<file path="src/rtl/flash_ovrd_pkg.sv">
package flash_ovrd_pkg;
  // register offsets on the plain register port
  localparam logic [3:0] off_cmd_word0 = 4'h0;
  localparam logic [3:0] off_cmd_word1 = 4'h1;
  localparam logic [3:0] off_cmd_word2 = 4'h2;
  localparam logic [3:0] off_cmd_word3 = 4'h3;
  localparam logic [3:0] off_param_index = 4'h4;
  localparam logic [3:0] off_cmd_status = 4'h5;
  localparam logic [3:0] off_cmd_config = 4'h6;
  localparam logic [3:0] off_error_status = 4'h7;
  localparam logic [3:0] off_error_config = 4'h8;
  localparam logic [3:0] off_pflash_protect = 4'h9;
  localparam logic [3:0] off_eeprom_protect = 4'ha;
  localparam logic [3:0] off_protect_status = 4'hb;
  // command encoding
  localparam logic [7:0] cmd_protect_override = 8'h13;
  localparam logic [15:0] key_invalid = 16'hffff;
  localparam logic [2:0] index_key_only = 3'h1;
  localparam logic [2:0] index_pflash = 3'h2;
  localparam logic [2:0] index_eeprom = 3'h3;
  // cmd_status_reg bits
  localparam int status_cmd_complete = 7;
  localparam int status_access_error = 5;
  localparam int status_protect_violation = 4;
  // cmd_config_reg / error regs bits
  localparam int config_cmd_complete_ie = 7;
  localparam int err_double = 1;
  localparam int err_single = 0;
  // protect_status_reg bit
  localparam int pstat_override_active = 0;
  // reset values
  localparam logic [7:0] pflash_protect_reset = 8'hff;
  localparam logic [7:0] eeprom_protect_reset = 8'hff;
  // execution time of the command, ns
  localparam int exec_time_ns = 100;
  localparam int clk_period_ns = 25;
  localparam int exec_cycles = (exec_time_ns + clk_period_ns - 1) / clk_period_ns;
endpackage

</file>
<file path="src/rtl/flash_ovrd.sv">
`timescale 1ns/1ps
module flash_ovrd #(
  parameter int exec_cycles = flash_ovrd_pkg::exec_cycles
) (
  // clock and reset
  input wire logic mclk,
  input wire logic reset,
  // register port
  input wire logic [3:0] reg_addr,
  input wire logic [15:0] reg_wdata,
  input wire logic reg_write,
  input wire logic reg_read,
  output logic [15:0] reg_rdata,
  // system state
  input wire logic [15:0] stored_key,
  input wire logic cmd_allowed,
  input wire logic ecc_double_fault,
  input wire logic ecc_single_fault,
  input wire logic stop_request,
  // outputs
  output logic stop_ack,
  output logic cmd_complete_irq,
  output logic error_irq,
  output logic [7:0] pflash_protect,
  output logic [7:0] eeprom_protect
);
  // refuse counts the 16-bit down counter cannot hold
  if (exec_cycles < 1 || exec_cycles > 65535)
  begin : g_exec_range
    $error("exec_cycles out of range");
  end

  typedef enum logic [1:0] {st_idle, st_busy, st_done} state_e;
  state_e state;

  logic [15:0] cmd_param_words [4];
  logic [2:0] param_index;
  logic cmd_complete_flag;
  logic access_error;
  logic protect_violation;
  logic cmd_complete_irq_en;
  logic double_fault_flag;
  logic single_fault_flag;
  logic double_fault_irq_en;
  logic single_fault_irq_en;
  logic [7:0] pflash_protect_reg;
  logic [7:0] eeprom_protect_reg;
  logic override_active;
  logic [7:0] saved_pflash;
  logic [7:0] saved_eeprom;
  logic [15:0] exec_count;
  logic grant_latched;
  logic [15:0] rdata_mux;

  // decode
  wire wr_status = reg_write && reg_addr == flash_ovrd_pkg::off_cmd_status;
  wire launch = wr_status && cmd_complete_flag
    && reg_wdata[flash_ovrd_pkg::status_cmd_complete];
  wire [7:0] cmd_code = cmd_param_words[0][15:8];
  wire [1:0] select = cmd_param_words[0][1:0];
  wire [15:0] key = cmd_param_words[1];
  wire key_valid = key != flash_ovrd_pkg::key_invalid;
  wire stored_valid = stored_key != flash_ovrd_pkg::key_invalid;
  wire key_match = key_valid && stored_valid && key == stored_key;
  wire index_ok = param_index == flash_ovrd_pkg::index_key_only
    || param_index == flash_ovrd_pkg::index_pflash
    || param_index == flash_ovrd_pkg::index_eeprom;
  wire sel_empty_err = select == 2'b00 && (param_index != flash_ovrd_pkg::index_key_only
    || key_valid);
  wire restore_err = !key_match && !override_active;
  wire launch_err = cmd_code != flash_ovrd_pkg::cmd_protect_override || !index_ok
    || !cmd_allowed || sel_empty_err || restore_err;
  wire wr_pflash = select[0] && param_index >= flash_ovrd_pkg::index_pflash;
  wire wr_eeprom = select[1] && param_index >= flash_ovrd_pkg::index_eeprom;
  wire exec_done = state == st_busy && exec_count == 16'h0000;
  wire accept = launch && !launch_err && state == st_idle;

  assign rdata_mux =
    reg_addr == flash_ovrd_pkg::off_cmd_word0 ? cmd_param_words[0] :
    reg_addr == flash_ovrd_pkg::off_cmd_word1 ? cmd_param_words[1] :
    reg_addr == flash_ovrd_pkg::off_cmd_word2 ? cmd_param_words[2] :
    reg_addr == flash_ovrd_pkg::off_cmd_word3 ? cmd_param_words[3] :
    reg_addr == flash_ovrd_pkg::off_param_index ? {13'h0000, param_index} :
    reg_addr == flash_ovrd_pkg::off_cmd_status ?
      {8'h00, cmd_complete_flag, 1'b0, access_error, protect_violation, 4'h0} :
    reg_addr == flash_ovrd_pkg::off_cmd_config ? {8'h00, cmd_complete_irq_en, 7'h00} :
    reg_addr == flash_ovrd_pkg::off_error_status ?
      {14'h0000, double_fault_flag, single_fault_flag} :
    reg_addr == flash_ovrd_pkg::off_error_config ?
      {14'h0000, double_fault_irq_en, single_fault_irq_en} :
    reg_addr == flash_ovrd_pkg::off_pflash_protect ? {8'h00, pflash_protect_reg} :
    reg_addr == flash_ovrd_pkg::off_eeprom_protect ? {8'h00, eeprom_protect_reg} :
    reg_addr == flash_ovrd_pkg::off_protect_status ? {15'h0000, override_active} :
    16'h0000;

  // parameter words, index, config
  always_ff @(posedge mclk or posedge reset)
  begin
    if (reset)
    begin
      cmd_param_words <= '{default: 16'h0000};
      param_index <= 3'h0;
      cmd_complete_irq_en <= 1'b0;
      double_fault_irq_en <= 1'b0;
      single_fault_irq_en <= 1'b0;
    end
    else if (reg_write && cmd_complete_flag)
    begin
      if (reg_addr <= flash_ovrd_pkg::off_cmd_word3)
        cmd_param_words[reg_addr[1:0]] <= reg_wdata;
      if (reg_addr == flash_ovrd_pkg::off_param_index)
        param_index <= reg_wdata[2:0];
      if (reg_addr == flash_ovrd_pkg::off_cmd_config)
        cmd_complete_irq_en <= reg_wdata[flash_ovrd_pkg::config_cmd_complete_ie];
      if (reg_addr == flash_ovrd_pkg::off_error_config)
      begin
        double_fault_irq_en <= reg_wdata[flash_ovrd_pkg::err_double];
        single_fault_irq_en <= reg_wdata[flash_ovrd_pkg::err_single];
      end
    end
  end

  // sequencer; keeps running in wait mode
  always_ff @(posedge mclk or posedge reset)
  begin
    if (reset)
    begin
      state <= st_idle;
      cmd_complete_flag <= 1'b1;
      exec_count <= 16'h0000;
      grant_latched <= 1'b0;
    end
    else
    begin
      case (state)
        st_idle:
          if (accept)
          begin
            cmd_complete_flag <= 1'b0;
            exec_count <= 16'(exec_cycles - 1);
            grant_latched <= key_match;
            state <= st_busy;
          end
        st_busy:
          if (exec_done)
            state <= st_done;
          else
            exec_count <= exec_count - 16'h0001;
        st_done:
        begin
          cmd_complete_flag <= 1'b1;
          state <= st_idle;
        end
        default:
          state <= st_idle;
      endcase
    end
  end

  // error flags: launch error sets access_error only, write-one-to-clear, set wins; protect_violation is never set
  always_ff @(posedge mclk or posedge reset)
  begin
    if (reset)
    begin
      access_error <= 1'b0;
      protect_violation <= 1'b0;
    end
    else
    begin
      if (launch && launch_err)
        access_error <= 1'b1;
      else if (wr_status && reg_wdata[flash_ovrd_pkg::status_access_error])
        access_error <= 1'b0;
      if (wr_status && reg_wdata[flash_ovrd_pkg::status_protect_violation])
        protect_violation <= 1'b0;
    end
  end

  // ecc fault flags, set wins over clear
  always_ff @(posedge mclk or posedge reset)
  begin
    if (reset)
    begin
      double_fault_flag <= 1'b0;
      single_fault_flag <= 1'b0;
    end
    else
    begin
      if (ecc_double_fault)
        double_fault_flag <= 1'b1;
      else if (reg_write && reg_addr == flash_ovrd_pkg::off_error_status
          && reg_wdata[flash_ovrd_pkg::err_double])
        double_fault_flag <= 1'b0;
      if (ecc_single_fault)
        single_fault_flag <= 1'b1;
      else if (reg_write && reg_addr == flash_ovrd_pkg::off_error_status
          && reg_wdata[flash_ovrd_pkg::err_single])
        single_fault_flag <= 1'b0;
    end
  end

  // protection registers and single-entry save buffer
  always_ff @(posedge mclk or posedge reset)
  begin
    if (reset)
    begin
      pflash_protect_reg <= flash_ovrd_pkg::pflash_protect_reset;
      eeprom_protect_reg <= flash_ovrd_pkg::eeprom_protect_reset;
      saved_pflash <= flash_ovrd_pkg::pflash_protect_reset;
      saved_eeprom <= flash_ovrd_pkg::eeprom_protect_reset;
      override_active <= 1'b0;
    end
    else if (exec_done)
    begin
      if (grant_latched)
      begin
        saved_pflash <= pflash_protect_reg;
        saved_eeprom <= eeprom_protect_reg;
        if (wr_pflash)
          pflash_protect_reg <= cmd_param_words[2][7:0];
        if (wr_eeprom)
          eeprom_protect_reg <= cmd_param_words[3][7:0];
        override_active <= 1'b1;
      end
      else
      begin
        pflash_protect_reg <= saved_pflash;
        eeprom_protect_reg <= saved_eeprom;
        override_active <= 1'b0;
      end
    end
    else if (reg_write && cmd_complete_flag)
    begin
      if (reg_addr == flash_ovrd_pkg::off_pflash_protect)
        pflash_protect_reg <= reg_wdata[7:0];
      if (reg_addr == flash_ovrd_pkg::off_eeprom_protect)
        eeprom_protect_reg <= reg_wdata[7:0];
    end
  end

  // outputs, all registered
  always_ff @(posedge mclk or posedge reset)
  begin
    if (reset)
    begin
      reg_rdata <= 16'h0000;
      cmd_complete_irq <= 1'b0;
      error_irq <= 1'b0;
      stop_ack <= 1'b0;
      pflash_protect <= flash_ovrd_pkg::pflash_protect_reset;
      eeprom_protect <= flash_ovrd_pkg::eeprom_protect_reset;
    end
    else
    begin
      reg_rdata <= reg_read ? rdata_mux : 16'h0000;
      cmd_complete_irq <= cmd_complete_flag && cmd_complete_irq_en;
      error_irq <= (double_fault_flag && double_fault_irq_en)
        || (single_fault_flag && single_fault_irq_en);
      stop_ack <= stop_request && cmd_complete_flag && state == st_idle && !accept;
      pflash_protect <= pflash_protect_reg;
      eeprom_protect <= eeprom_protect_reg;
    end
  end

  // busy window length, helper for the timing checks
  logic [16:0] busy_len;
  always_ff @(posedge mclk or posedge reset)
  begin
    if (reset)
      busy_len <= 17'h00000;
    else if (cmd_complete_flag)
      busy_len <= 17'h00000;
    else
      busy_len <= busy_len + 17'h00001;
  end

  // launch acceptance and refusal
  a_error_no_change: assert property (@(posedge mclk) disable iff (reset)
    launch && launch_err && state == st_idle |=> $stable(pflash_protect_reg)
      && $stable(eeprom_protect_reg) && access_error)
    else $error("protection changed on rejected launch");
  a_launch_busy: assert property (@(posedge mclk) disable iff (reset)
    launch && !launch_err && state == st_idle |=> !cmd_complete_flag)
    else $error("complete flag not cleared on launch");
  a_reject_idle: assert property (@(posedge mclk) disable iff (reset)
    launch && launch_err |=> cmd_complete_flag && state == st_idle)
    else $error("rejected launch started a command");
  a_index_err: assert property (@(posedge mclk) disable iff (reset)
    launch && !index_ok |=> access_error)
    else $error("bad index not flagged");
  a_mode_err: assert property (@(posedge mclk) disable iff (reset)
    launch && !cmd_allowed |=> access_error)
    else $error("refused mode not flagged");
  a_restore_err: assert property (@(posedge mclk) disable iff (reset)
    launch && restore_err |=> access_error)
    else $error("restore without buffer not flagged");
  a_select_err: assert property (@(posedge mclk) disable iff (reset)
    launch && sel_empty_err |=> access_error)
    else $error("empty selection not flagged");

  // grant, restore and buffer
  a_erased_no_grant: assert property (@(posedge mclk) disable iff (reset)
    accept && stored_key == flash_ovrd_pkg::key_invalid |=> !grant_latched)
    else $error("override granted with erased key");
  a_grant_sets_active: assert property (@(posedge mclk) disable iff (reset)
    exec_done && grant_latched |=> override_active
      && saved_pflash == $past(pflash_protect_reg))
    else $error("grant did not save and set active");
  a_keep_pflash: assert property (@(posedge mclk) disable iff (reset)
    exec_done && grant_latched && !wr_pflash |=> $stable(pflash_protect_reg))
    else $error("unselected pflash protection changed");
  a_keep_eeprom: assert property (@(posedge mclk) disable iff (reset)
    exec_done && grant_latched && !wr_eeprom |=> $stable(eeprom_protect_reg))
    else $error("unselected eeprom protection changed");
  a_restore_loads: assert property (@(posedge mclk) disable iff (reset)
    exec_done && !grant_latched |=> !override_active
      && pflash_protect_reg == $past(saved_pflash)
      && eeprom_protect_reg == $past(saved_eeprom))
    else $error("restore did not load buffer");
  a_busy_bounded: assert property (@(posedge mclk) disable iff (reset)
    !cmd_complete_flag |-> busy_len <= 17'(exec_cycles))
    else $error("command runs too long");
  a_busy_length: assert property (@(posedge mclk) disable iff (reset)
    cmd_complete_flag && busy_len != 17'h00000 |-> busy_len == 17'(exec_cycles + 1))
    else $error("command length wrong");

  // interrupts, faults and stop
  a_complete_irq: assert property (@(posedge mclk) disable iff (reset)
    ##1 cmd_complete_irq == $past(cmd_complete_flag && cmd_complete_irq_en))
    else $error("complete irq mismatch");
  a_error_irq: assert property (@(posedge mclk) disable iff (reset)
    ecc_double_fault && double_fault_irq_en |-> ##2 error_irq)
    else $error("error irq missing");
  a_single_irq: assert property (@(posedge mclk) disable iff (reset)
    ecc_single_fault && single_fault_irq_en |-> ##2 error_irq)
    else $error("single fault irq missing");
  a_double_flag: assert property (@(posedge mclk) disable iff (reset)
    ecc_double_fault |=> double_fault_flag)
    else $error("double fault flag not set");
  a_single_flag: assert property (@(posedge mclk) disable iff (reset)
    ecc_single_fault |=> single_fault_flag)
    else $error("single fault flag not set");
  a_stop_hold: assert property (@(posedge mclk) disable iff (reset)
    !cmd_complete_flag |=> !stop_ack)
    else $error("stop acknowledged during command");
  a_stop_idle_ack: assert property (@(posedge mclk) disable iff (reset)
    stop_request && cmd_complete_flag && state == st_idle && !accept |=> stop_ack)
    else $error("stop not acknowledged while idle");
  c_grant: cover property (@(posedge mclk) exec_done && grant_latched);
  c_restore: cover property (@(posedge mclk) exec_done && !grant_latched);
  c_reject: cover property (@(posedge mclk) launch && launch_err);
  c_stop_wait: cover property (@(posedge mclk) stop_request && !cmd_complete_flag);
  c_error_irq: cover property (@(posedge mclk) error_irq);
endmodule

</file>
<file path="config.mk">
export PLATFORM = sky130hd
export DESIGN_NAME = flash_ovrd
export DESIGN_NICKNAME = d
export VERILOG_FILES = /design/src/rtl/flash_ovrd_pkg.sv /design/src/rtl/flash_ovrd.sv
export SDC_FILE = /design/constraint.sdc
export NUM_CORES = 1
export LEC_CHECK = 0
export ABC_AREA = 1
export BUFFER_PORTS_ARGS = -buffer_cell sky130_fd_sc_hd__buf_2
export CORE_ASPECT_RATIO = 1.4
export CORE_MARGIN = 2
export CORE_UTILIZATION = 64
export CTS_CLUSTER_SIZE = 24
export DETAILED_ROUTE_END_ITERATION = 16
export PLACE_DENSITY = 0.94
export SKIP_CTS_REPAIR_TIMING = 1
export SLEW_MARGIN = 20
export SYNTH_ARGS = -nofsm -noshare
export SYNTH_HDL_FRONTEND = slang
export SYNTH_SLANG_ARGS = --single-unit
</file>
<file path="constraint.sdc">
create_clock -name mclk -period 8.4 [get_ports mclk]
set_input_delay 1.26 -clock mclk [delete_from_list [all_inputs] [get_ports mclk]]
set_output_delay 1.26 -clock mclk [all_outputs]
set_load 0.01 [all_outputs]
</file>
==> results by group, run 1 <==
Run status
  • Status: completed

GRT
  • Total track usage: 30.4%
  • First-pass GRT wire length: 31800 um
  • Largest net degree at the start of global routing: 105
  • Total global routing overflow: 0
  • Number of global-route vias before repair: 6736
  • Initial antenna violation count: 0

Finish
  • Fin nets: 1067
  • Register bank with the most flops: cmd_param_words
  • Fillers: 798
  • Max FFs per register: 40
  • Multi-input logic area: 3020 um^2
  • ANT cells: 0
  • Most common cell after layout, fill and taps aside: nand2_1
  • Most frequent cells in the layout: nand2_1, o21ai_0, dfrtp_1
  • Area Overhead vs Synth: 13.3%
  • Share of layout cells above drive strength 1: 17.5%
  • Reg area: 4090 um^2

Synthesis
  • Syn_nets: 999
  • Number of synthesized flops with an enable pin: 0
  • FF+latch count, synth: 161
  • Synthesized area: 7680 um^2
  • Gate Count Post-Synth: 954
  • Async SR Flop Fraction: 100%
  • Ys flop type: dfrtp_1
  • Post-synthesis sequential area ratio: 53.2%
  • Synth cell types: 38
  • Synth warnings: 0
  • Syn_area_per_cell: 8.05 um^2

Timing
  • Final setup violating endpoints: 0
  • Final hold violation count: 0
  • Fin crit period: 3520 ps
  • Fin Setup TNS: 0 ps
  • WHS: 367 ps
  • Clock skew: 9.48 ps
  • Worst-margin pin slew: 1090 ps
  • Final-report max-slew violation count: 0
  • Fmax: 284 MHz
  • Max-slew headroom: 27.4%
  • Unrepaired setup endpoints after global routing: no
  • Post-route clock period utilization: 41.9%

CTS
  • CTS buffer count: 17
  • H-tree lvl count: 4
  • CTS Buffer Depth: 2
  • # clock sinks: 161
  • Clock root cell: clkbuf_16
  • Clock latency at the later pin of the worst-skew pair: 430 ps
  • Clk pin slew, worst setup/hold paths: 60 ps
  • CTS tree: built

Power and ir drop
  • PD cells: 229 nW/um^2
  • Worst vdd ir: 0.196 mV
  • Pleak: 4.48 nW

Drt
  • Via count: 6885
  • DRC viols: 0
  • Routed wire length: 18900 um
  • Initial drt markers: 944
  • Antenna-violating nets left: 0
  • 1st-pass router iterations: 7
  • Routed length per instance: 16.0 um
  • DR vias/cell: 5.82

Setup path
  • CP Launch Type: primary input
  • Worst reg-to-reg setup slack: 5720 ps
  • CP Class: primary input to flip-flop
  • Crit-path max FO: 32
  • Critical path required time: 8710 ps
  • CP Capture Type: flip-flop
  • Arr. time, crit path: 3830 ps

Job
  • Max Cap Violations: 0

Die
  • Die area: 12900 um^2
  • DIE HEIGHT: 134 um
  • Starting Density: 65.3%
  • # rows: 47
  • Die Width: 96.6 um
  • Core Area: 11800 um^2
  • Top-Level Pins: 79

Placed design
  • GP Congestion: 0.970
  • DP HPWL: 12700 um
  • Port bufs: 78

Min path
  • Hold/Removal Path Class: flip-flop to flip-flop
-- synthesized netlist by cell type (2+ instances only) --
master	n	area, um^2
clkbuf_1	23	86.3
nor3b_1	3	22.5
inv_1	112	420
o21ai_4	2	32.5
xnor2_1	4	35.0
nand2_2	3	18.8
or2_2	4	25.0
nor2_1	96	360
nor3_1	7	35.0
a21oi_2	2	17.5
a21oi_1	35	175
nand2_1	261	980
buf_2	6	30.0
o21ai_1	3	15.0
buf_6	2	22.5
nor2_2	2	12.5
o21bai_1	3	22.5
nand4_1	6	37.5
xor2_1	9	78.8
dfrtp_1	112	2800
dfstp_2	49	1290
nand3_1	43	215
o211ai_1	21	158
o22ai_1	9	56.3
o21ai_0	124	621
-- cells by family after synthesis --
| group | count (synthesis) | synth area share, % |
|---|---|---|
| adder cells (fa/ha/maj) | 1 | 0.163 |
| buffers and inverters | 146 | 7.43 |
| AO/OA/AOI/OAI | 204 | 14.8 |
| flip-flops | 161 | 53.2 |
| AND/OR/NAND/NOR | 429 | 22.9 |
| XOR/XNOR | 13 | 1.48 |
-- final cells by class --
| cell class | instances | share of cell area, % |
|---|---|---|
| Clock buffer | 19 | 5.33 |
| Sequential cell | 161 | 47.0 |
| Multi-Input combinational cell | 647 | 34.7 |
| Timing Repair Buffer | 81 | 4.74 |
| Tap cell | 147 | 2.11 |
| Clock inverter | 13 | 1.11 |
| Inverter | 114 | 4.97 |
-- metrics by stage --
step | worst slack, ps | instances | power, W | utilization [%] | cell area, um^2
floorplan | 2870 | 954 | 0.00116 | - | 7680
global placement | 4860 | 1150 | 0.00124 | 69.2 | 8140
detailed placement | 4740 | 1150 | 0.00126 | 69.2 | 8140
CTS | 5030 | 1182 | 0.00199 | 74.0 | 8700
global route | 4670 | 1182 | 0.00207 | 74.0 | 8700
finish | 4880 | 1182 | 0.00199 | 74.0 | 8700
-- where the power goes --
group / switching (W) / internal, W / total [W]
clock: 0.000320 / 0.000408 / 0.000728
sequential: 0.0000864 / 0.000916 / 0.00100
combinational: 0.000164 / 0.0000943 / 0.000259
-- per-layer routing --
metal,global-route usage [%],routed length (um)
met2,49.5,9290
met4,14.1,710
met3,6.66,1620
met1,39.3,7290
met5,0,0
-- critical path, cell delays in order --
cell and delay, ps:
buf_2 110, nor2_1 220, inv_1 90, nor2_1 820, nand2_1 830, o21ai_0 480
-- worst paths after layout --
check	start	endpoint	depth (start not counted)
worst max register to register	exec_count[0]	pflash_protect_reg[6]	10
max in group asynchronous	reset	cmd_param_words[21]	3
worst min-delay path	eeprom_protect_reg[2]	eeprom_protect[2]	0
worst max-delay path	reg_addr[3]	cmd_param_words[51]	6
min in group asynchronous	reset	exec_count[0]	2
worst min register to register	eeprom_protect_reg[2]	eeprom_protect[2]	0
Note: power is estimated with default switching activity, not from simulation.
==> run 2: changes to the inputs <==
CORE_UTILIZATION = 53   (was 64)
PLACE_DENSITY = 0.84   (was 0.94)
clock period = 2.88 ns   (was 8.4 ns; I/O delays follow)
==> results by group, run 2 (same netlist as run 1, synthesis figures left out) <==
Setup path
  • Reg2reg end: exec_count[14]
  • Critical path required time: 3190 ps
  • CP Capture Type: flip-flop
  • Worst r2r src: exec_count[0]
  • CP Class: flip-flop to flip-flop
  • Crit-path max FO: 35
  • R2R depth: 12
  • Arr. time, crit path: 2600 ps
  • CP Launch Type: flip-flop
  • Worst reg-to-reg setup slack: 580 ps

Timing
  • Max-slew headroom: 39.1%
  • Final-report max-slew violation count: 0
  • Fmax: 436 MHz
  • Final setup violating endpoints: 0
  • Worst-margin pin slew: 911 ps
  • Clock skew: 7.82 ps
  • Final hold violation count: 0
  • Post-route clock period utilization: 79.7%
  • Fin crit period: 2300 ps
  • Unrepaired setup endpoints after global routing: no
  • Fin Setup TNS: 0 ps

Die
  • Starting Density: 53.7%
  • Top-Level Pins: 79
  • DIE HEIGHT: 146 um
  • # rows: 52
  • Die area: 15500 um^2
  • Core Area: 14300 um^2
  • Die Width: 106 um

Finish
  • Share of layout cells above drive strength 1: 17.9%
  • Register bank with the most flops: cmd_param_words
  • Area Overhead vs Synth: 15.0%
  • Multi-input logic area: 3020 um^2
  • Max FFs per register: 40
  • ANT cells: 0
  • Most common cell after layout, fill and taps aside: nand2_1
  • Fillers: 1228
  • Post-route insts no fill: 1230
  • Most frequent cells in the layout: nand2_1, o21ai_0, dfrtp_1
  • Reg area: 4090 um^2
  • Fin nets: 1073

CTS
  • Clock latency at the later pin of the worst-skew pair: 430 ps
  • CTS buffer count: 17
  • H-tree lvl count: 4
  • Clock root cell: clkbuf_16
  • CTS tree: built
  • Clk pin slew, worst setup/hold paths: 60 ps
  • CTS Buffer Depth: 2
  • # clock sinks: 161

Placed design
  • DP HPWL: 12700 um
  • Port bufs: 78
  • GP Congestion: 0.977
  • Cells after DPL: 1198

Power and ir drop
  • Pleak: 4.51 nW
  • Worst vdd ir: 0.448 mV
  • PD cells: 666 nW/um^2

Drt
  • Via count: 6754
  • Antenna-violating nets left: 0
  • Initial drt markers: 642
  • Routed length per instance: 15.3 um
  • 1st-pass router iterations: 6
  • Routed wire length: 18900 um
  • DR vias/cell: 5.49
  • DRC viols: 0

Job
  • Max Cap Violations: 0

Min path
  • Cells on Worst Hold Path: 2
  • Hold Path Sink: single_fault_flag
  • Hold/Removal Path Class: primary input to flip-flop
  • Hold path start: ecc_single_fault

GRT
  • First-pass GRT wire length: 31500 um
  • Number of global-route vias before repair: 6447
  • Initial antenna violation count: 0
  • Largest net degree at the start of global routing: 162
  • Total track usage: 25.4%
  • Total global routing overflow: 0

Run status
  • Status: completed
[run 2: cell count changes in the layout (fill, tap and decap cells not counted)]
cell	change
buf_4	+5
clkinvlp_4	+1
inv_4	+3
buf_12	+1
clkbuf_8	+2
inv_6	-5
bufinv_16	+1
inv_8	-1
clkbuf_1	+1
clkinv_4	+1
clkinv_2	-3
[run 2: critical path: stages, from the launching register on]
cell and delay (ps):
dfrtp_1 400, inv_1 80, ha_1 200, nand2_2 90, nor2_4 130, nand2_2 110, nor2_8 110, buf_4 330
inv_2 100, nand2_1 70, clkinv_1 270, nand3_1 220, nand2_1 80
[run 2: cell type report]
type	instances	area share, %
Tap cell	189	2.68
Timing Repair Buffer	87	5.32
Sequential cell	161	46.3
Clock inverter	10	1.05
Multi-Input combinational cell	647	34.2
Inverter	114	4.88
Clock buffer	22	5.61
[run 2: how the worst max path moves through the flow]
stage	startpoint	end	slack, ps	depth (start not counted)
final	exec_count[0]	exec_count[14]	580	12
after global routing	exec_count[0]	exec_count[14]	400	12
after CTS	exec_count[0]	exec_count[14]	630	12
after detailed placement	reg_addr[3]	cmd_param_words[52]	450	6
after global placement	reg_addr[3]	cmd_param_words[53]	600	6
after floorplan	reset	access_error	450	1
[run 2: power breakdown]
part | internal (W) | switching, W
registers | 0.00267 | 0.000242
logic | 0.000279 | 0.000475
clock network | 0.00132 | 0.000905
[run 2: through the flow]
stage	total power (W)	utilization, %	instance area, um^2	setup slack (ps)	hold WS [ps]
after global placement	0.00363	57.6	8250	597	357
after CTS	0.00591	61.8	8840	634	218
after global routing	0.00617	61.8	8840	405	221
after detailed placement	0.00367	57.6	8250	449	356
after floorplan	0.00337	-	7690	445	354
final	0.00589	61.8	8840	585	219
[run 2: per-layer routing]
layer | track usage (%) | share of wire, % | vias up
li1 | - | - | 3211
met3 | 5.04 | 8.0 | 41
met1 | 34.4 | 41 | 3201
met2 | 40.4 | 48 | 301
met4 | 9.93 | 2.8 | 0
met5 | 0 | 0 | -
==> run 3: changes to the inputs <==
clock period = 2.1 ns   (was 2.88 ns; I/O delays follow)
==> results by group, run 3 (same netlist as run 1, synthesis figures left out) <==
Timing
  • Final setup violating endpoints: 0
  • Worst-margin pin slew: 621 ps
  • Post-route clock period utilization: 96.1%
  • Fin crit period: 2020 ps
  • Max-slew headroom: 58.6%
  • WHS: 76.0 ps
  • Final hold violation count: 0
  • Clock skew: 8.59 ps
  • Fmax: 495 MHz
  • Final-report max-slew violation count: 0

Setup path
  • Arr. time, crit path: 2370 ps
  • R2R depth: 12
  • Reg2reg end: eeprom_protect_reg[6]
  • Worst reg-to-reg setup slack: 80 ps
  • Worst path cell trace: inv_1 -> ha_1 -> nand2_2 -> nor2_4 -> nand2_2 -> nor2_8 -> inv_2 -> o21ai_1 -> o21ai_4 -> buf_12 -> buf_4 -> a21oi_1
  • CP Class: flip-flop to flip-flop
  • CP bufs+invs: 4
  • CP Launch Type: flip-flop
  • Most used cell, CP: nand2_2
  • Largest stage delay, worst path: 400 ps
  • Worst path slowest cell: dfrtp_1
  • Crit-path max FO: 15
  • Critical path's top delay family: simple AND/OR/NAND/NOR gates
  • Worst r2r src: exec_count[0]
  • CP Capture Type: flip-flop
  • Critical path required time: 2450 ps

CTS
  • H-tree lvl count: 4
  • Clock latency at the later pin of the worst-skew pair: 420 ps
  • Clk pin slew, worst setup/hold paths: 60 ps
  • CTS tree: built
  • CTS buffer count: 17
  • CTS Buffer Depth: 2
  • # clock sinks: 161
  • Clock root cell: clkbuf_16

Die
  • Top-Level Pins: 79
  • # rows: 52
  • Core Area: 14300 um^2
  • Die area: 15500 um^2
  • Starting Density: 53.7%
  • DIE HEIGHT: 146 um
  • Die Width: 106 um

Power and ir drop
  • Total design power: 0.00795 W
  • Logic pwr share: 13.3%
  • Sequential power share: 50.3%
  • Sw Pwr: 0.00223 W
  • Sw Ratio: 28.0%
  • Internal Power: 0.00573 W
  • Worst vdd ir: 0.738 mV
  • PD cells: 886 nW/um^2
  • Pleak: 4.59 nW
  • Clk network pwr share: 36.4%

Placed design
  • GP Congestion: 0.918
  • Port bufs: 78
  • DP HPWL: 13200 um

Drt
  • Via count: 6848
  • Routed wire length: 19600 um
  • Initial drt markers: 596
  • DRC viols: 0
  • DR vias/cell: 5.50
  • Antenna-violating nets left: 0
  • Routed length per instance: 15.8 um
  • 1st-pass router iterations: 6

GRT
  • Number of global-route vias before repair: 6443
  • Largest net degree at the start of global routing: 112
  • Initial antenna violation count: 0
  • Total track usage: 25.8%
  • Total global routing overflow: 0
  • First-pass GRT wire length: 31600 um

Job
  • Max Cap Violations: 0

Min path
  • Hold/Removal Path Class: primary input to async pin

Finish
  • Share of layout cells above drive strength 1: 19.0%
  • ANT cells: 0
  • Register bank with the most flops: cmd_param_words
  • Most common cell after layout, fill and taps aside: nand2_1
  • Area Overhead vs Synth: 16.8%
  • Most frequent cells in the layout: nand2_1, o21ai_0, dfrtp_1
  • Max FFs per register: 40
  • Fin nets: 1089

Run status
  • Status: completed
run 3: changes by cell type in the layout (fill, tap and decap cells not counted), sizes merged:
cell / change
buf: +16
bufinv: -1
clkinv: +2
inv: -3
clkbuf: +2
run 3: how the worst max path moves through the flow:
stage	startpoint	to	slack, ps	depth (start not counted)
floorplan	reset	access_error	-220	1
global placement	exec_count[0]	pflash_protect_reg[7]	180	10
detailed placement	exec_count[0]	pflash_protect_reg[3]	80	10
CTS	exec_count[0]	pflash_protect_reg[3]	1	10
global route	exec_count[0]	eeprom_protect_reg[4]	-20	12
finish	exec_count[0]	eeprom_protect_reg[6]	80	12
run 3: layout make-up:
type,instances,area (um^2)
clock buffers,24,502
clock inverters,8,50.0
fillers,1193,5340
inverters,114,432
multi-input cells,647,3020
flip-flops and latches,161,4090
well taps,189,236
repair buffers,103,644
run 3: stage by stage:
stage / setup TNS [ps] / util, % / cells / cell area [um^2] / setup WS, ps
after floorplan: -24400 / - / 954 / 7690 / -218
after global placement: 0 / 58.5 / 1210 / 8370 / 178
after detailed placement: 0 / 58.5 / 1210 / 8370 / 77.5
after CTS: 0 / 62.3 / 1242 / 8920 / 1.12
after global routing: -32.0 / 62.7 / 1246 / 8980 / -21.4
final: 0 / 62.7 / 1246 / 8980 / 81.0
run 3: power groups by stage:
stage / clock (W) / combinational [W] / sequential (W)
global route: 0.00305 / 0.00122 / 0.00404
detailed placement: 0 / 0.00104 / 0.00403
global placement: 0 / 0.000991 / 0.00402
floorplan: 0 / 0.000627 / 0.00399
finish: 0.00289 / 0.00106 / 0.00400
CTS: 0.00292 / 0.00105 / 0.00399
run 3: worst register-to-register path: stages, from the launching register on:
cell and delay, ps:
dfrtp_1 400, inv_1 90, ha_1 200, nand2_2 90
nor2_4 130, nand2_2 110, nor2_8 150, inv_2 70
o21ai_1 160, o21ai_4 110, buf_12 160, buf_4 140
a21oi_1 160
run 3: per-layer routing:
layer / up-vias / track usage (%) / routed length [um]
met5: - / 0 / 0
met4: 0 / 11.4 / 723
met3: 66 / 4.87 / 1440
met2: 324 / 41.7 / 9600
met1: 3221 / 34.0 / 7880
li1: 3237 / - / -
